$ cat config.mk
export PLATFORM = sky130hd
export DESIGN_NAME = ibc_line_ctrl
export DESIGN_NICKNAME = d
export VERILOG_FILES = /design/src/rtl/ibc_pkg.sv /design/src/rtl/ibc_line_sync.sv /design/src/rtl/ibc_line_ctrl.sv
export SDC_FILE = /design/constraint.sdc
export NUM_CORES = 1
export LEC_CHECK = 0
export BUFFER_PORTS_ARGS = -buffer_cell sky130_fd_sc_hd__buf_2
export CORE_MARGIN = 3
export CORE_UTILIZATION = 35
export CTS_CLUSTER_DIAMETER = 40
export DETAILED_ROUTE_END_ITERATION = 12
export PLACE_DENSITY_LB_ADDON = 0.3
export SLEW_MARGIN = 25
export SYNTH_ARGS = -nofsm -noshare
export SYNTH_HDL_FRONTEND = slang
export SYNTH_SLANG_ARGS = --single-unit
$ cat constraint.sdc
create_clock -name sys_clk -period 6.02 [get_ports sys_clk]
set_clock_uncertainty 0.2 [all_clocks]
set_input_delay 0.301 -clock sys_clk [delete_from_list [all_inputs] [get_ports sys_clk]]
set_output_delay 0.301 -clock sys_clk [all_outputs]
set_load 0.05 [all_outputs]
$ cat src/rtl/ibc_pkg.sv
// Constants, register map and types of the bus line control block.
package ibc_pkg;

   localparam logic [7:0] IBC_CTRL1_OFS = 8'h00;
   localparam logic [7:0] IBC_MODE2_OFS = 8'h04;
   localparam logic [7:0] IBC_MODE3_OFS = 8'h08;
   localparam logic [7:0] IBC_STAT_OFS  = 8'h0c;
   localparam logic [7:0] IBC_CLR_OFS   = 8'h10;
   localparam logic [7:0] IBC_IEN_OFS   = 8'h14;
   localparam logic [7:0] IBC_RXD_OFS   = 8'h18;

   localparam int IBC_SDA_MON_BIT  = 0;
   localparam int IBC_SCL_MON_BIT  = 1;
   localparam int IBC_SDA_OUT_BIT  = 2;
   localparam int IBC_SCL_OUT_BIT  = 3;
   localparam int IBC_IRST_BIT     = 4;
   localparam int IBC_ICE_BIT      = 7;
   localparam int IBC_HIGH_TIMEOUT_COUNT_ENABLE_BIT     = 1;
   localparam int IBC_LOW_TIMEOUT_COUNT_ENABLE_BIT     = 2;
   localparam int IBC_ACKNOWLEDGE_TRANSMIT_BIT_BIT    = 3;
   localparam int IBC_RECEIVE_FLAG_TIMING_SELECT_BIT    = 5;
   localparam int IBC_STS_RECEIVE_DATA_FULL_FLAG_BIT = 0;
   localparam int IBC_STS_TMO_BIT  = 1;

   localparam logic [3:0]  IBC_BITS_DATA = 4'h8;
   localparam logic [3:0]  IBC_BITS_ACK  = 4'h9;
   localparam logic [15:0] IBC_TMO_TERM  = 16'h03ff;
   localparam logic [1:0]  IBC_LINE_IDLE = 2'h3;

   typedef enum logic [3:0] {
      BUS_IDLE = 4'b0001,
      BUS_WR   = 4'b0010,
      BUS_RDW  = 4'b0100,
      BUS_RDD  = 4'b1000
   } ibc_bus_e;

endpackage : ibc_pkg

$ cat src/rtl/ibc_line_sync.sv
// Two-flop synchronisers and edge finders for the SDA and SCL lines.
`timescale 1ns/1ps
module ibc_line_sync
   import ibc_pkg::*;
(
   input  wire logic       sys_clk,
   input  wire logic       nrst,
   input  wire logic [1:0] line_in,
   output logic      [1:0] level,
   output logic      [1:0] rise,
   output logic      [1:0] fall
);

   typedef struct packed {
      logic [1:0] s1;
      logic [1:0] s2;
      logic [1:0] s3;
   } ibc_sync_s;

   ibc_sync_s st_r;
   ibc_sync_s st_nxt;

   always_comb begin
      st_nxt    = st_r;
      st_nxt.s1 = line_in;
      st_nxt.s2 = st_r.s1;
      st_nxt.s3 = st_r.s2;
   end

   // Lines idle high, so reset to high to avoid a false edge at start.
   always_ff @(posedge sys_clk or negedge nrst) begin
      if (!nrst) begin
         st_r <= '{s1: IBC_LINE_IDLE, s2: IBC_LINE_IDLE, s3: IBC_LINE_IDLE};
      end else begin
         st_r <= st_nxt;
      end
   end

   genvar g;
   generate
      for (g = 0; g < 2; g++) begin : g_edge
         assign level[g] = st_r.s2[g];
         assign rise[g]  = st_r.s2[g] & ~st_r.s3[g];
         assign fall[g]  = ~st_r.s2[g] & st_r.s3[g];
      end
   endgenerate

endmodule : ibc_line_sync

$ cat src/rtl/ibc_line_ctrl.sv
// AHB-Lite line control and receive timing block for an I2C interface.
// Function
// - SDA monitor bit reads line level.
// - SCL monitor bit reads line level.
// - SDA output bit drives low or releases.
// - SCL output bit drives low or releases.
// - Reset bit clears counter, releases output latches.
// - Enable bit zero keeps both pins inactive.
// - Enable and reset bits choose reset kind.
// - Low timeout enable counts while SCL low.
// - High timeout enable counts while SCL high.
// - Select zero: flag at ninth rise, no hold.
// - Select one: flag at eighth rise, hold.
// - Acknowledge bit write releases SCL hold.
//
// The implementer's own choices: the AHB-Lite slave port and the address map.
`timescale 1ns/1ps
module ibc_line_ctrl
   import ibc_pkg::*;
(
   input  wire logic        sys_clk,
   input  wire logic        nrst,
   input  wire logic        hsel,
   input  wire logic [31:0] haddr,
   input  wire logic [1:0]  htrans,
   input  wire logic        hwrite,
   input  wire logic [2:0]  hsize,
   input  wire logic [31:0] hwdata,
   input  wire logic        hready,
   output logic             hreadyout,
   output logic      [31:0] hrdata,
   output logic             hresp,
   input  wire logic        sda_i,
   output logic             sda_o,
   output logic             sda_oe,
   input  wire logic        scl_i,
   output logic             scl_o,
   output logic             scl_oe,
   output logic             irq
);

   typedef struct packed {
      ibc_bus_e    bus;
      logic [7:0]  addr;
      logic [31:0] rdata;
      logic        interface_enable_bit;
      logic        irst;
      logic        data_output_control;
      logic        clock_output_control;
      logic        low_timeout_count_enable;
      logic        high_timeout_count_enable;
      logic        receive_flag_timing_select;
      logic        acknowledge_transmit_bit;
      logic        hold;
      logic [3:0]  bitcnt;
      logic [7:0]  shreg;
      logic [7:0]  rxdata;
      logic [1:0]  sts;
      logic [1:0]  ien;
      logic [15:0] tmo_cnt;
      logic        sda_oe;
      logic        scl_oe;
      logic        irq;
   } ibc_state_s;

   localparam ibc_state_s ST_RESET = '{
      bus: BUS_IDLE, data_output_control: 1'b1, clock_output_control: 1'b1, default: '0};

   ibc_state_s st_r;
   ibc_state_s st_nxt;

   logic [1:0] lvl;
   logic [1:0] rise;
   logic [1:0] fall;

   // Bit 0 is SDA, bit 1 is SCL.
   ibc_line_sync u_sync (
      .sys_clk (sys_clk),
      .nrst    (nrst),
      .line_in ({scl_i, sda_i}),
      .level   (lvl),
      .rise    (rise),
      .fall    (fall)
   );

   logic        sda_lvl;
   logic        scl_lvl;
   logic        scl_edge;
   logic        active;
   logic [31:0] rd;
   logic [1:0]  sts_set;
   logic [1:0]  sts_clr;
   logic [7:0]  shift;

   assign sda_lvl  = lvl[0];
   assign scl_lvl  = lvl[1];
   assign scl_edge = rise[1] | fall[1];

   always_comb begin
      st_nxt  = st_r;
      rd      = '0;
      sts_set = '0;
      sts_clr = '0;
      shift   = {st_r.shreg[6:0], sda_lvl};
      active  = st_r.interface_enable_bit & ~st_r.irst;

      if (st_r.addr == IBC_CTRL1_OFS) begin
         rd[IBC_SDA_MON_BIT] = sda_lvl;
         rd[IBC_SCL_MON_BIT] = scl_lvl;
         rd[IBC_SDA_OUT_BIT] = st_r.data_output_control;
         rd[IBC_SCL_OUT_BIT] = st_r.clock_output_control & ~st_r.hold;
         rd[IBC_IRST_BIT]    = st_r.irst;
         rd[IBC_ICE_BIT]     = st_r.interface_enable_bit;
      end else if (st_r.addr == IBC_MODE2_OFS) begin
         rd[IBC_HIGH_TIMEOUT_COUNT_ENABLE_BIT] = st_r.high_timeout_count_enable;
         rd[IBC_LOW_TIMEOUT_COUNT_ENABLE_BIT] = st_r.low_timeout_count_enable;
      end else if (st_r.addr == IBC_MODE3_OFS) begin
         rd[IBC_ACKNOWLEDGE_TRANSMIT_BIT_BIT] = st_r.acknowledge_transmit_bit;
         rd[IBC_RECEIVE_FLAG_TIMING_SELECT_BIT] = st_r.receive_flag_timing_select;
      end else if (st_r.addr == IBC_STAT_OFS) begin
         rd[1:0] = st_r.sts;
      end else if (st_r.addr == IBC_IEN_OFS) begin
         rd[1:0] = st_r.ien;
      end else if (st_r.addr == IBC_RXD_OFS) begin
         rd[7:0] = st_r.rxdata;
      end

      // Receive path runs only while enabled and out of reset.
      if (active) begin
         if (fall[0] && scl_lvl) begin
            st_nxt.bitcnt = '0;
         end else if (rise[0] && scl_lvl) begin
            st_nxt.bitcnt = '0;
            st_nxt.hold   = 1'b0;
         end else if (rise[1]) begin
            st_nxt.shreg  = shift;
            st_nxt.bitcnt = st_r.bitcnt + 4'h1;
            if (st_r.bitcnt == IBC_BITS_DATA - 4'h1) begin
               st_nxt.rxdata = shift;
               if (st_r.receive_flag_timing_select) begin
                  sts_set[IBC_STS_RECEIVE_DATA_FULL_FLAG_BIT] = 1'b1;
               end
            end else if (st_r.bitcnt == IBC_BITS_ACK - 4'h1) begin
               st_nxt.bitcnt = '0;
               if (!st_r.receive_flag_timing_select) begin
                  sts_set[IBC_STS_RECEIVE_DATA_FULL_FLAG_BIT] = 1'b1;
               end
            end
         end else if (fall[1] && st_r.bitcnt == IBC_BITS_DATA) begin
            st_nxt.hold = st_r.receive_flag_timing_select;
         end

         // Any SCL edge reloads the timeout count.
         if (scl_edge) begin
            st_nxt.tmo_cnt = '0;
         end else if ((!scl_lvl && st_r.low_timeout_count_enable) ||
                      (scl_lvl && st_r.high_timeout_count_enable)) begin
            if (st_r.tmo_cnt == IBC_TMO_TERM) begin
               sts_set[IBC_STS_TMO_BIT] = 1'b1;
               st_nxt.tmo_cnt = '0;
            end else begin
               st_nxt.tmo_cnt = st_r.tmo_cnt + 16'h0001;
            end
         end
      end

      case (st_r.bus)
         BUS_WR: begin
            if (st_r.addr == IBC_CTRL1_OFS) begin
               st_nxt.data_output_control = hwdata[IBC_SDA_OUT_BIT];
               st_nxt.clock_output_control = hwdata[IBC_SCL_OUT_BIT];
               st_nxt.irst = hwdata[IBC_IRST_BIT];
               st_nxt.interface_enable_bit  = hwdata[IBC_ICE_BIT];
            end else if (st_r.addr == IBC_MODE2_OFS) begin
               st_nxt.high_timeout_count_enable = hwdata[IBC_HIGH_TIMEOUT_COUNT_ENABLE_BIT];
               st_nxt.low_timeout_count_enable = hwdata[IBC_LOW_TIMEOUT_COUNT_ENABLE_BIT];
            end else if (st_r.addr == IBC_MODE3_OFS) begin
               st_nxt.acknowledge_transmit_bit = hwdata[IBC_ACKNOWLEDGE_TRANSMIT_BIT_BIT];
               st_nxt.receive_flag_timing_select = hwdata[IBC_RECEIVE_FLAG_TIMING_SELECT_BIT];
               st_nxt.hold  = 1'b0;
            end else if (st_r.addr == IBC_CLR_OFS) begin
               sts_clr = hwdata[1:0];
            end else if (st_r.addr == IBC_IEN_OFS) begin
               st_nxt.ien = hwdata[1:0];
            end
         end
         BUS_RDW: begin
            st_nxt.rdata = rd;
         end
         default: begin
         end
      endcase

      // A flag raised in the cycle of its clear stays raised.
      st_nxt.sts = (st_r.sts & ~sts_clr) | sts_set;

      // Reset bit held: internal reset when enabled, full reset otherwise.
      if (st_r.irst) begin
         st_nxt.bitcnt = '0;
         st_nxt.data_output_control   = 1'b1;
         st_nxt.clock_output_control   = 1'b1;
         st_nxt.hold   = 1'b0;
         if (!st_r.interface_enable_bit) begin
            st_nxt.sts     = '0;
            st_nxt.shreg   = '0;
            st_nxt.rxdata  = '0;
            st_nxt.tmo_cnt = '0;
         end
      end

      if (hsel && htrans[1] && hready) begin
         st_nxt.bus  = hwrite ? BUS_WR : BUS_RDW;
         st_nxt.addr = haddr[7:0];
      end else if (st_r.bus == BUS_RDW) begin
         st_nxt.bus = BUS_RDD;
      end else begin
         st_nxt.bus = BUS_IDLE;
      end

      st_nxt.sda_oe = st_nxt.interface_enable_bit & ~st_nxt.data_output_control;
      st_nxt.scl_oe = st_nxt.interface_enable_bit & (~st_nxt.clock_output_control | st_nxt.hold);
      st_nxt.irq    = |(st_nxt.sts & st_nxt.ien);
   end

   always_ff @(posedge sys_clk or negedge nrst) begin
      if (!nrst) begin
         st_r <= ST_RESET;
      end else begin
         st_r <= st_nxt;
      end
   end

   // Reads take one wait state so the data word comes from a register.
   assign hreadyout = (st_r.bus != BUS_RDW);
   assign hrdata    = st_r.rdata;
   assign hresp     = 1'b0;
   assign sda_o     = 1'b0;
   assign scl_o     = 1'b0;
   assign sda_oe    = st_r.sda_oe;
   assign scl_oe    = st_r.scl_oe;
   assign irq       = st_r.irq;

   AST_SDA_MON: assert property (@(posedge sys_clk) disable iff (!nrst)
      (st_r.bus == BUS_RDD && st_r.addr == IBC_CTRL1_OFS)
      |-> hrdata[IBC_SDA_MON_BIT] == $past(sda_lvl))
      else $error("SDA monitor bit differs from line");

   AST_SCL_MON: assert property (@(posedge sys_clk) disable iff (!nrst)
      (st_r.bus == BUS_RDD && st_r.addr == IBC_CTRL1_OFS)
      |-> hrdata[IBC_SCL_MON_BIT] == $past(scl_lvl))
      else $error("SCL monitor bit differs from line");

   AST_SDA_DRIVE: assert property (@(posedge sys_clk) disable iff (!nrst)
      (st_r.bus == BUS_WR && st_r.addr == IBC_CTRL1_OFS &&
       hwdata[IBC_ICE_BIT] && !hwdata[IBC_IRST_BIT] && !st_r.irst)
      |=> sda_oe == !$past(hwdata[IBC_SDA_OUT_BIT]))
      else $error("SDA drive does not follow written bit");

   AST_SCL_DRIVE: assert property (@(posedge sys_clk) disable iff (!nrst)
      (st_r.bus == BUS_WR && st_r.addr == IBC_CTRL1_OFS &&
       hwdata[IBC_ICE_BIT] && !hwdata[IBC_SCL_OUT_BIT] && !st_r.irst)
      |=> scl_oe)
      else $error("SCL not driven low after write");

   AST_IRST: assert property (@(posedge sys_clk) disable iff (!nrst)
      st_r.irst |=> (st_r.bitcnt == 4'h0 && !sda_oe && !st_r.hold))
      else $error("Reset bit did not clear counter or release");

   AST_DISABLED: assert property (@(posedge sys_clk) disable iff (!nrst)
      !st_r.interface_enable_bit |-> !sda_oe && !scl_oe)
      else $error("Pin driven while interface disabled");

   AST_FULL_RST: assert property (@(posedge sys_clk) disable iff (!nrst)
      (st_r.irst && !st_r.interface_enable_bit) [*2] |-> st_r.sts == 2'h0)
      else $error("Full reset left status set");

   AST_TMO_LOW: assert property (@(posedge sys_clk) disable iff (!nrst)
      (st_r.interface_enable_bit && !st_r.irst && st_r.low_timeout_count_enable && !scl_lvl && !scl_edge &&
       st_r.tmo_cnt != IBC_TMO_TERM)
      |=> st_r.tmo_cnt == $past(st_r.tmo_cnt) + 16'h0001)
      else $error("Timeout count stalled while SCL low");

   AST_TMO_HIGH: assert property (@(posedge sys_clk) disable iff (!nrst)
      (st_r.interface_enable_bit && !st_r.irst && !st_r.high_timeout_count_enable && scl_lvl && !scl_edge)
      |=> $stable(st_r.tmo_cnt))
      else $error("Timeout counted while high count disabled");

   AST_RECEIVE_DATA_FULL_FLAG_NINTH: assert property (@(posedge sys_clk) disable iff (!nrst)
      (st_r.interface_enable_bit && !st_r.irst && !st_r.receive_flag_timing_select && rise[1] && !rise[0] &&
       !fall[0] && st_r.bitcnt == IBC_BITS_DATA)
      |=> st_r.sts[IBC_STS_RECEIVE_DATA_FULL_FLAG_BIT] && st_r.bitcnt == 4'h0)
      else $error("Receive flag missing at ninth rise");

   AST_HOLD_EIGHTH: assert property (@(posedge sys_clk) disable iff (!nrst)
      (st_r.interface_enable_bit && !st_r.irst && st_r.receive_flag_timing_select && fall[1] &&
       st_r.bitcnt == IBC_BITS_DATA && st_r.bus != BUS_WR)
      |=> st_r.hold ##1 scl_oe)
      else $error("SCL not held after eighth clock");

   AST_ACK_RELEASE: assert property (@(posedge sys_clk) disable iff (!nrst)
      (st_r.hold && st_r.bus == BUS_WR && st_r.addr == IBC_MODE3_OFS)
      |=> !st_r.hold)
      else $error("Hold not released by acknowledge write");

   AST_TMO_FLAG: assert property (@(posedge sys_clk) disable iff (!nrst)
      (st_r.interface_enable_bit && !st_r.irst && st_r.tmo_cnt == IBC_TMO_TERM &&
       !scl_edge && (scl_lvl ? st_r.high_timeout_count_enable : st_r.low_timeout_count_enable))
      |=> st_r.sts[IBC_STS_TMO_BIT] && st_r.tmo_cnt == 16'h0000)
      else $error("Timeout flag not set at terminal count");

endmodule : ibc_line_ctrl

# Word level (Yosys, flattened, before mapping)
# Cells that the tools add are included.
# totals
regBits	78
inputBits	76
output_inout_bits	39
wordCells	147
# op_classes
n_addsub	2
eq_ne	12
mux	68
n_bitwise	24
reduce_logical	17
# ops
op	n
2-to-1 mux 16 bit	8
2-to-1 mux 2 bit	19
== test 8 x 5 -> 1 bit, second input constant	3
2-to-1 mux 4 bit	6
2-to-1 mux 23 bit	1
2-to-1 mux 21 bit	1
2-to-1 mux 20 bit	1
2-to-1 mux 5 bit	4
2-to-1 mux 1 bit	18
2-to-1 mux 18 bit	1
adder 16 x 1 -> 16 bit, second input constant	1
== test 16 x 10 -> 1 bit, second input constant	1
== test 8 x 4 -> 1 bit, second input constant	2
2-to-1 mux 8 bit	2
2-to-1 mux 3 bit	4
2-to-1 mux 6 bit	2
inverter 1 bit	10
2-to-1 mux 9 bit	1
bitwise AND 1 bit	8
== test 4 x 3 -> 1 bit, second input constant	2
== test 8 x 3 -> 1 bit, second input constant	1
logical NOT 8 bit	1
logical AND 1 bit	7
adder 4 x 1 -> 4 bit, second input constant	1
15 further kinds	18

# Depth between registers and ports, before layout
# Gate-level depths: netlist (run 1).
# depth
depth_word	16
ltp_mapped	7
mapped_depth_nobuf	7

# Hierarchy
# Synthesis (run 1) repeated with hierarchy kept, for this count alone.
# hier_totals
hier_cells	395
hier_area_um2	3981.3
# by_module_without_submodules
mod	instances	cells_each	area_per_inst_um2	seq_area_each_um2
ibc_line_ctrl	1	383	3773.6	1780.5
ibc_line_sync	1	12	207.7	157.7

# Worst setup path before layout (run 1)
# Ideal clock, no wire load.
# synth_timing
path_type	reg-to-reg
startpoint	reg st_r[90] (netlist bit)
endpoint	reg st_r, in the netlist irq
setup_time_ps	121
t_arrival_ps	1888
t_required_ps	5699
slack_ps	3811
stages_incl_launch_ff	6
path_buffers	0
synth_period_minus_slack_ps	2209
cell_sequence	dfrtp_1 > or4_4 > nor2_2 > and4_1 > mux2_2 > a22o_1
# synth_lines
element	line	source
start, declared	ibc_line_ctrl.sv:69	ibc_state_s st_r;
start signal, assigned	ibc_line_ctrl.sv:229	st_r <= st_nxt;

==> reports/metrics.cfg, run 1 <==
[routing]
drt-pass1-iter-count=4
vias=2829
dr_wl_met2_mm=3.994
drt_iter0_drc=201
via_per_inst=4.998
dr_wl_met3_um=377
top_layer=met4
route.detailed.drc=0
postRouteAntennaNets=0
post_drt_wl_per_cell_um=14.57
drt-total-wl_mm=8.244
wl_met1_mm=3.827

[logic_synthesis]
yosysUniqueCellTypes=63
synth-compound-area-share_pct=12.28
synthMuxAreaShare_pct=7.827
yosysTopAreaCellShare_pct=43.27
yosys.area_share.adder_pct=1.591
synth_xor_area_share_pct=0.2227
synthArstFlopShare_pct=100.0
synth_enable_flop_cells=0
synth_ff_type=dfrtp_1
syn_avg_cell_area_um2=10.21
synth_warnings=0
yosys.area_share.simple_pct=19.82
yosysSeqAreaShare_pct=49.28
synth_seq_cells=77
synthesis.instances=385
synth_top_cell_by_area=dfrtp_1
synth_area_mm2=0.003933
synth_top_family_by_area=simple AND/OR/NAND/NOR gates
netlist_top_cells_area=dfrtp_1 (43%), buf_4 (6.7%), dfstp_2 (6.0%)

[critical_path]
slowest_delay_ns=0.65
critPathCaptureType=flip-flop
worstSetupStartpointType=flip-flop
critical_path_class=flip-flop to flip-flop
reg2regPathDepth=5
path_cells=nor2b_1, o211a_1, and4b_1, mux2i_1, nor2_1
worst_path_max_delay_cell=and4b_1
reg2reg_to=st_r[24]$_DFF_PN0_
cp.required_ns=6.05
cp_max_fo=15
reg2reg_slack_ns=3.24
arrival_ns=2.81
regToRegStartpoint=st_r[51]$_DFF_PN0_

[power_and_ir_drop]
p_switching_uw=299.7
power_density_mw_per_mm2=235.8
power_mw=1.030
power.share.sequential_pct=53.9
leakage_nw=2.053
swShare_pct=29.09
combPwrFrac_pct=13.2
ir_drop_mv=0.1007
clkPwrFrac_pct=32.9
p_int_uw=730.5

[cts]
cts_root_buffer=clkbuf_8
cts_sinks=77
clk_pin_slew_ns=0.07
cts_made_buffers=9
clockBufferDepth=2
cts_setup_buffers=0
clock_latency_ns=0.35
cts_tree=built
htree_num_levels=3

[sta]
setup_tns_ns=0
finalCritPeriodShare_pct=46.23
finalSetupViolCount=0
rsz0062_at_grt=no
hold_ws_ns=0.02589
fmax_mhz=359.3
drv_slew=0
worst_pin_slew_ns=0.9439
hold_viol=0
slew_headroom_pct=36.84
min_period_ns=2.783

[place]
hpwlAfterDp_mm=5.642
port_buffers=34
gp_congestion=0.8108

[status]
status=finished clean

[floorplanning]
initial_core_util_pct=36.12
die_w_um=112
dieArea_mm2=0.01254
placementRows=38
core_area_mm2=0.01089
ioPinCount=115
die_y_um=112

[global_route]
antenna_found_initial=0
grt_pass1_vias=2852
grt_max_degree=78
grt_first_pass_wirelength_mm=14.23
grt_overflow=0
track_usage_pct=13.90

[hold_path]
min-delay-start=hwdata[7]
hold_class=primary input to flip-flop
holdPathStages=2
whs_endpoint=st_r[51]$_DFF_PN0_

[final_layout]
layout.nets=503
fillCellCount=1055
syn2layout_area_growth_pct=11.10
n_antenna_cell=0
drive_above_1_share_pct=19.01

[run]
maxCapViolCount=0

[cells by family after synthesis]
group,after synthesis
buffers and inverters,57
adder cells (fa/ha/maj),5
AND/OR/NAND/NOR,146
XOR/XNOR,1
multiplexers,29
AO/OA/AOI/OAI,69
other,1
flip-flops,77
[registers in the layout, summed over array words and instances (netlist names)]
register       count
st_r              53
u_sync.st_r        2
sda_oe             1
scl_oe             1
irq                1
hrdata             8
u_sync.level       2
shift              7
u_sync.st_nxt      2
[through the flow]
stage / instances / setup slack, ns / util (%) / area [um2]
after floorplan: 411 / 3.811 / - / 4030
after global placement: 537 / 3.283 / 37.35 / 4066
after detailed placement: 537 / 3.255 / 37.35 / 4066
after CTS: 566 / 3.225 / 40.09 / 4365
after global routing: 566 / 2.975 / 40.13 / 4369
final: 566 / 3.237 / 40.13 / 4369
[worst max-delay path by stage]
stage                    startpoint                 end  slack, ns
2_1_floorplan  st_r[90]$_DFFE_PN0P_       irq$_DFF_PN0_       3.81
3_3_place_gp     st_r[51]$_DFF_PN0_  st_r[24]$_DFF_PN0_       3.28
3_5_place_dp     st_r[51]$_DFF_PN0_  st_r[30]$_DFF_PN0_       3.25
4_1_cts          st_r[51]$_DFF_PN0_  st_r[24]$_DFF_PN0_       3.23
5_1_grt          st_r[51]$_DFF_PN0_  st_r[24]$_DFF_PN0_       2.98
6_report         st_r[51]$_DFF_PN0_  st_r[24]$_DFF_PN0_       3.24
[synthesized netlist by cell type (3+ instances only)]
library cell and count:
nand3b_1 3, clkbuf_1 10, dfstp_2 9, a21oi_1 6, buf_4 35, a32oi_1 3, nor3_1 6, mux2_2 10
a21o_1 4, nand4b_1 3, a22o_1 6, o21ai_0 22, ha_1 5, inv_1 8, nand2b_1 3, a211o_1 3
dfrtp_1 68, mux2i_1 18, and3_1 5, nand4_1 6, nand2_1 48, nor2b_1 6, nand3_1 13, nor2_1 28
buf_2 3, a31oi_1 5
[layout by cell type (no fill, tap or decap), types with 4 or more instances in the layout]
cell / netlist / routed
a21oi_1: 6 / 6
o21ai_0: 22 / 22
nor2_1: 28 / 28
mux2i_1: 18 / 18
inv_1: 8 / 8
nor3_1: 6 / 6
dfrtp_1: 68 / 68
a21o_1: 4 / 4
dlygate4sd3_1: 0 / 14
conb_1: 1 / 27
and3_1: 5 / 5
a31oi_1: 5 / 5
nand4_1: 6 / 6
nor2b_1: 6 / 6
dfstp_2: 9 / 9
buf_2: 3 / 33
nand2_1: 48 / 48
ha_1: 5 / 5
a22o_1: 6 / 6
clkbuf_8: 0 / 10
nand3_1: 13 / 13
mux2_2: 10 / 10
[area by class of cell]
cell class / instances / area, um2 / area share (%)
timing repair buffer: 49 / 324.1 / 7.417
multi-input combinational: 277 / 1743 / 39.89
clock buffer: 13 / 148.9 / 3.408
clock inverter: 2 / 10.01 / 0.2291
tap: 140 / 175.2 / 4.009
inverter: 8 / 30.03 / 0.6873
sequential: 77 / 1938 / 44.36
[power by group through the flow]
stage               Clock [mW]  Combinational, mW  Sequential (mW)
floorplan                    0              0.118            0.553
global placement             0              0.128            0.564
detailed placement           0              0.130            0.565
CTS                      0.353              0.137            0.555
global route             0.379              0.150            0.558
finish                   0.339              0.136            0.555
[critical path: cells and delay by family, from the launching register on]
family | cells | cell delay (ns)
AO/OA/AOI/OAI | 1 | 0.61
flip-flops | 1 | 0.53
multiplexers | 1 | 0.27
AND/OR/NAND/NOR | 3 | 1.06
[what timing repair did]
item	in CTS	in global routing
hold endpoints to repair	82	0
hold buffers	14	0
resized for setup	0	0
[per-layer routing]
layer	vias up	global-route usage (%)
li1	1391	-
met1	1373	19.01
met2	61	21.98
met3	4	3.207
met4	0	4.487
met5	-	0
Power figures use the tool's default switching activity.
==> run 2, diff against run 1 <==
clock period = 2.2 ns   (was 6.02 ns; I/O delays follow)
==> run 2 against run 1 <==
The run now ends with negative setup slack left. Critical endpoint is now irq$_DFF_PN0_. Critical path depth up 1. Count of clock-buffer cells in the layout shrank 1. Sequential power rose to 2.7 times the previous value. Routed wire length grew 8.2%. Largest cell class unchanged. Power increased to 3.1 times the previous value.
==> reports/metrics.cfg, run 2 (synthesis results as in run 1) <==
[sta]
fmax_mhz=428.2  ; +19%
rsz0062_at_grt=yes
hold_viol=0  ; unchanged
setup_tns_ns=-0.3501  ; -0.3501 ns
slew_headroom_pct=61.55  ; +25 points
postLayoutSetupSlackWorst_ns=-0.1354  ; -3.372 ns
drv_slew=0  ; unchanged
min_period_ns=2.335  ; -0.4478 ns
worst_pin_slew_ns=0.5746  ; -0.3693 ns
finalCritPeriodShare_pct=106.2  ; +60 points
finalSetupViolCount=6  ; +6

[place]
post-place-cells=573  ; +6.7%
port_buffers=34  ; unchanged
hpwlAfterDp_mm=6.398  ; +13%
gp_congestion=0.7911  ; -2.4%

[critical_path]
cp_max_fo=2  ; -13
arrival_ns=2.36  ; -0.45 ns
critPathCaptureType=flip-flop
critical_path_class=flip-flop to flip-flop
worstSetupStartpointType=flip-flop
cp.required_ns=2.23  ; -3.82 ns

[power_and_ir_drop]
power_mw=3.211  ; +210%
ir_drop_mv=0.3258  ; +220%
leakage_nw=2.374  ; +16%
power_density_mw_per_mm2=642.5  ; +170%

[global_route]
grt_max_degree=33  ; -58%
grt_pass1_vias=3003  ; +5.3%
antenna_found_initial=0  ; unchanged
grt_overflow=0  ; unchanged
grt_first_pass_wirelength_mm=14.70  ; +3.3%
track_usage_pct=14.48  ; +0.58 points

[cts]
clk_pin_slew_ns=0.08  ; about the same
cts_root_buffer=clkbuf_8
cts_tree=built
cts_made_buffers=9  ; unchanged
clockBufferDepth=2  ; unchanged
htree_num_levels=3  ; unchanged
cts_sinks=77  ; unchanged
clock_latency_ns=0.35  ; about the same

[floorplanning]
die_w_um=112  ; unchanged
dieArea_mm2=0.01254  ; unchanged
core_area_mm2=0.01089  ; unchanged
placementRows=38  ; unchanged
die_y_um=112  ; unchanged
initial_core_util_pct=36.12  ; unchanged
ioPinCount=115  ; unchanged

[final_layout]
final_cells=615  ; +8.7%
drive_above_1_share_pct=29.89  ; +11 points
largest_reg_flops=53  ; unchanged
fillCellCount=1016  ; -3.7%
syn2layout_area_growth_pct=27.08
final_util_pct=45.90  ; +5.8 points
top_register=st_r
layout.nets=551  ; +9.5%
layout_common_cells=dfrtp_1 (68), nand2_1 (47), buf_4 (38)
n_antenna_cell=0  ; unchanged
final_common_cell=dfrtp_1

[routing]
drt_iter0_drc=122  ; -39%
postRouteAntennaNets=0  ; unchanged
drt-total-wl_mm=8.917  ; +8.2%
via_per_inst=4.971  ; -0.55%
drt-pass1-iter-count=5  ; +1
route.detailed.drc=0  ; unchanged
post_drt_wl_per_cell_um=14.50  ; -0.45%
vias=3057  ; +8.1%

[hold_path]
hold_class=primary input to asynchronous set/reset pin

[run]
maxCapViolCount=0  ; unchanged

[status]
violations=negative setup slack
status=complete, but fails checks

==> run 2: through the flow <==
stage | setup WS, ns | instance area, um2 | hold WS, ns
after CTS | -0.1146 | 4845 | 0.008000
after global routing | -0.1888 | 4997 | 0.03242
after detailed placement | -0.1380 | 4367 | -0.1236
after floorplan | 0.04064 | 4035 | -0.3856
after global placement | -0.1051 | 4367 | -0.1256
final | -0.1354 | 4997 | 0.02607
==> run 2: area by class of cell <==
type                       instances  area, um2  area share (%)
tap                              140      175.2           3.505
timing repair buffer              97      745.7           14.92
sequential                        77       1938           38.78
multi-input combinational        277       1883           37.68
inverter                           8      30.03          0.6009
clock buffer                      12      155.1           3.105
clock inverter                     4      70.07           1.402
==> run 2: worst max-delay path, stage by stage (launching register included) <==
cell	delay, ns
dfrtp_1	0.39
or4_4	0.59
buf_12	0.15
nor2_4	0.10
and4_4	0.25
mux2_4	0.31
a22o_1	0.22
==> run 2: timing repair <==
action,in CTS,in global routing
resized for setup,14,19
endpoints found under the setup margin,11,22
hold buffers,19,0
hold endpoints to repair,95,0
pin swaps,7,15
setup buffers,0,7
==> run 2: per-layer routing <==
metal | up-vias | global-route usage (%) | routed length (um)
met5 | - | 0 | 0
met4 | 0 | 2.965 | 97
met3 | 11 | 3.967 | 315
met2 | 44 | 24.62 | 4488
met1 | 1517 | 18.64 | 4016
li1 | 1485 | - | -
==> run 2: worst paths after layout <==
path	from	endpoint	slack [ns]	cells after the start
setup reg to reg	st_r[90]$_DFFE_PN0P_	irq$_DFF_PN0_	-0.14	6
min in group sys_clk	htrans[1]	st_r[94]$_DFF_PN0_	0.03	3
setup / recovery	st_r[90]$_DFFE_PN0P_	irq$_DFF_PN0_	-0.14	6
hold / removal	nrst	st_r[14]$_DFF_PN0_	0.03	2
hold reg to reg	u_sync.st_nxt[2]$_DFF_PN1_	u_sync.level[0]$_DFF_PN1_	0.15	0
max in group asynchronous	nrst	u_sync.st_nxt[2]$_DFF_PN1_	1.11	3
==> run 2: where the power goes <==
group          internal [mW]  total (mW)  switching [mW]
logic                  0.183       0.495           0.312
clock network          0.698        1.21           0.507
registers               1.46        1.51          0.0487
total                   2.34        3.21           0.868
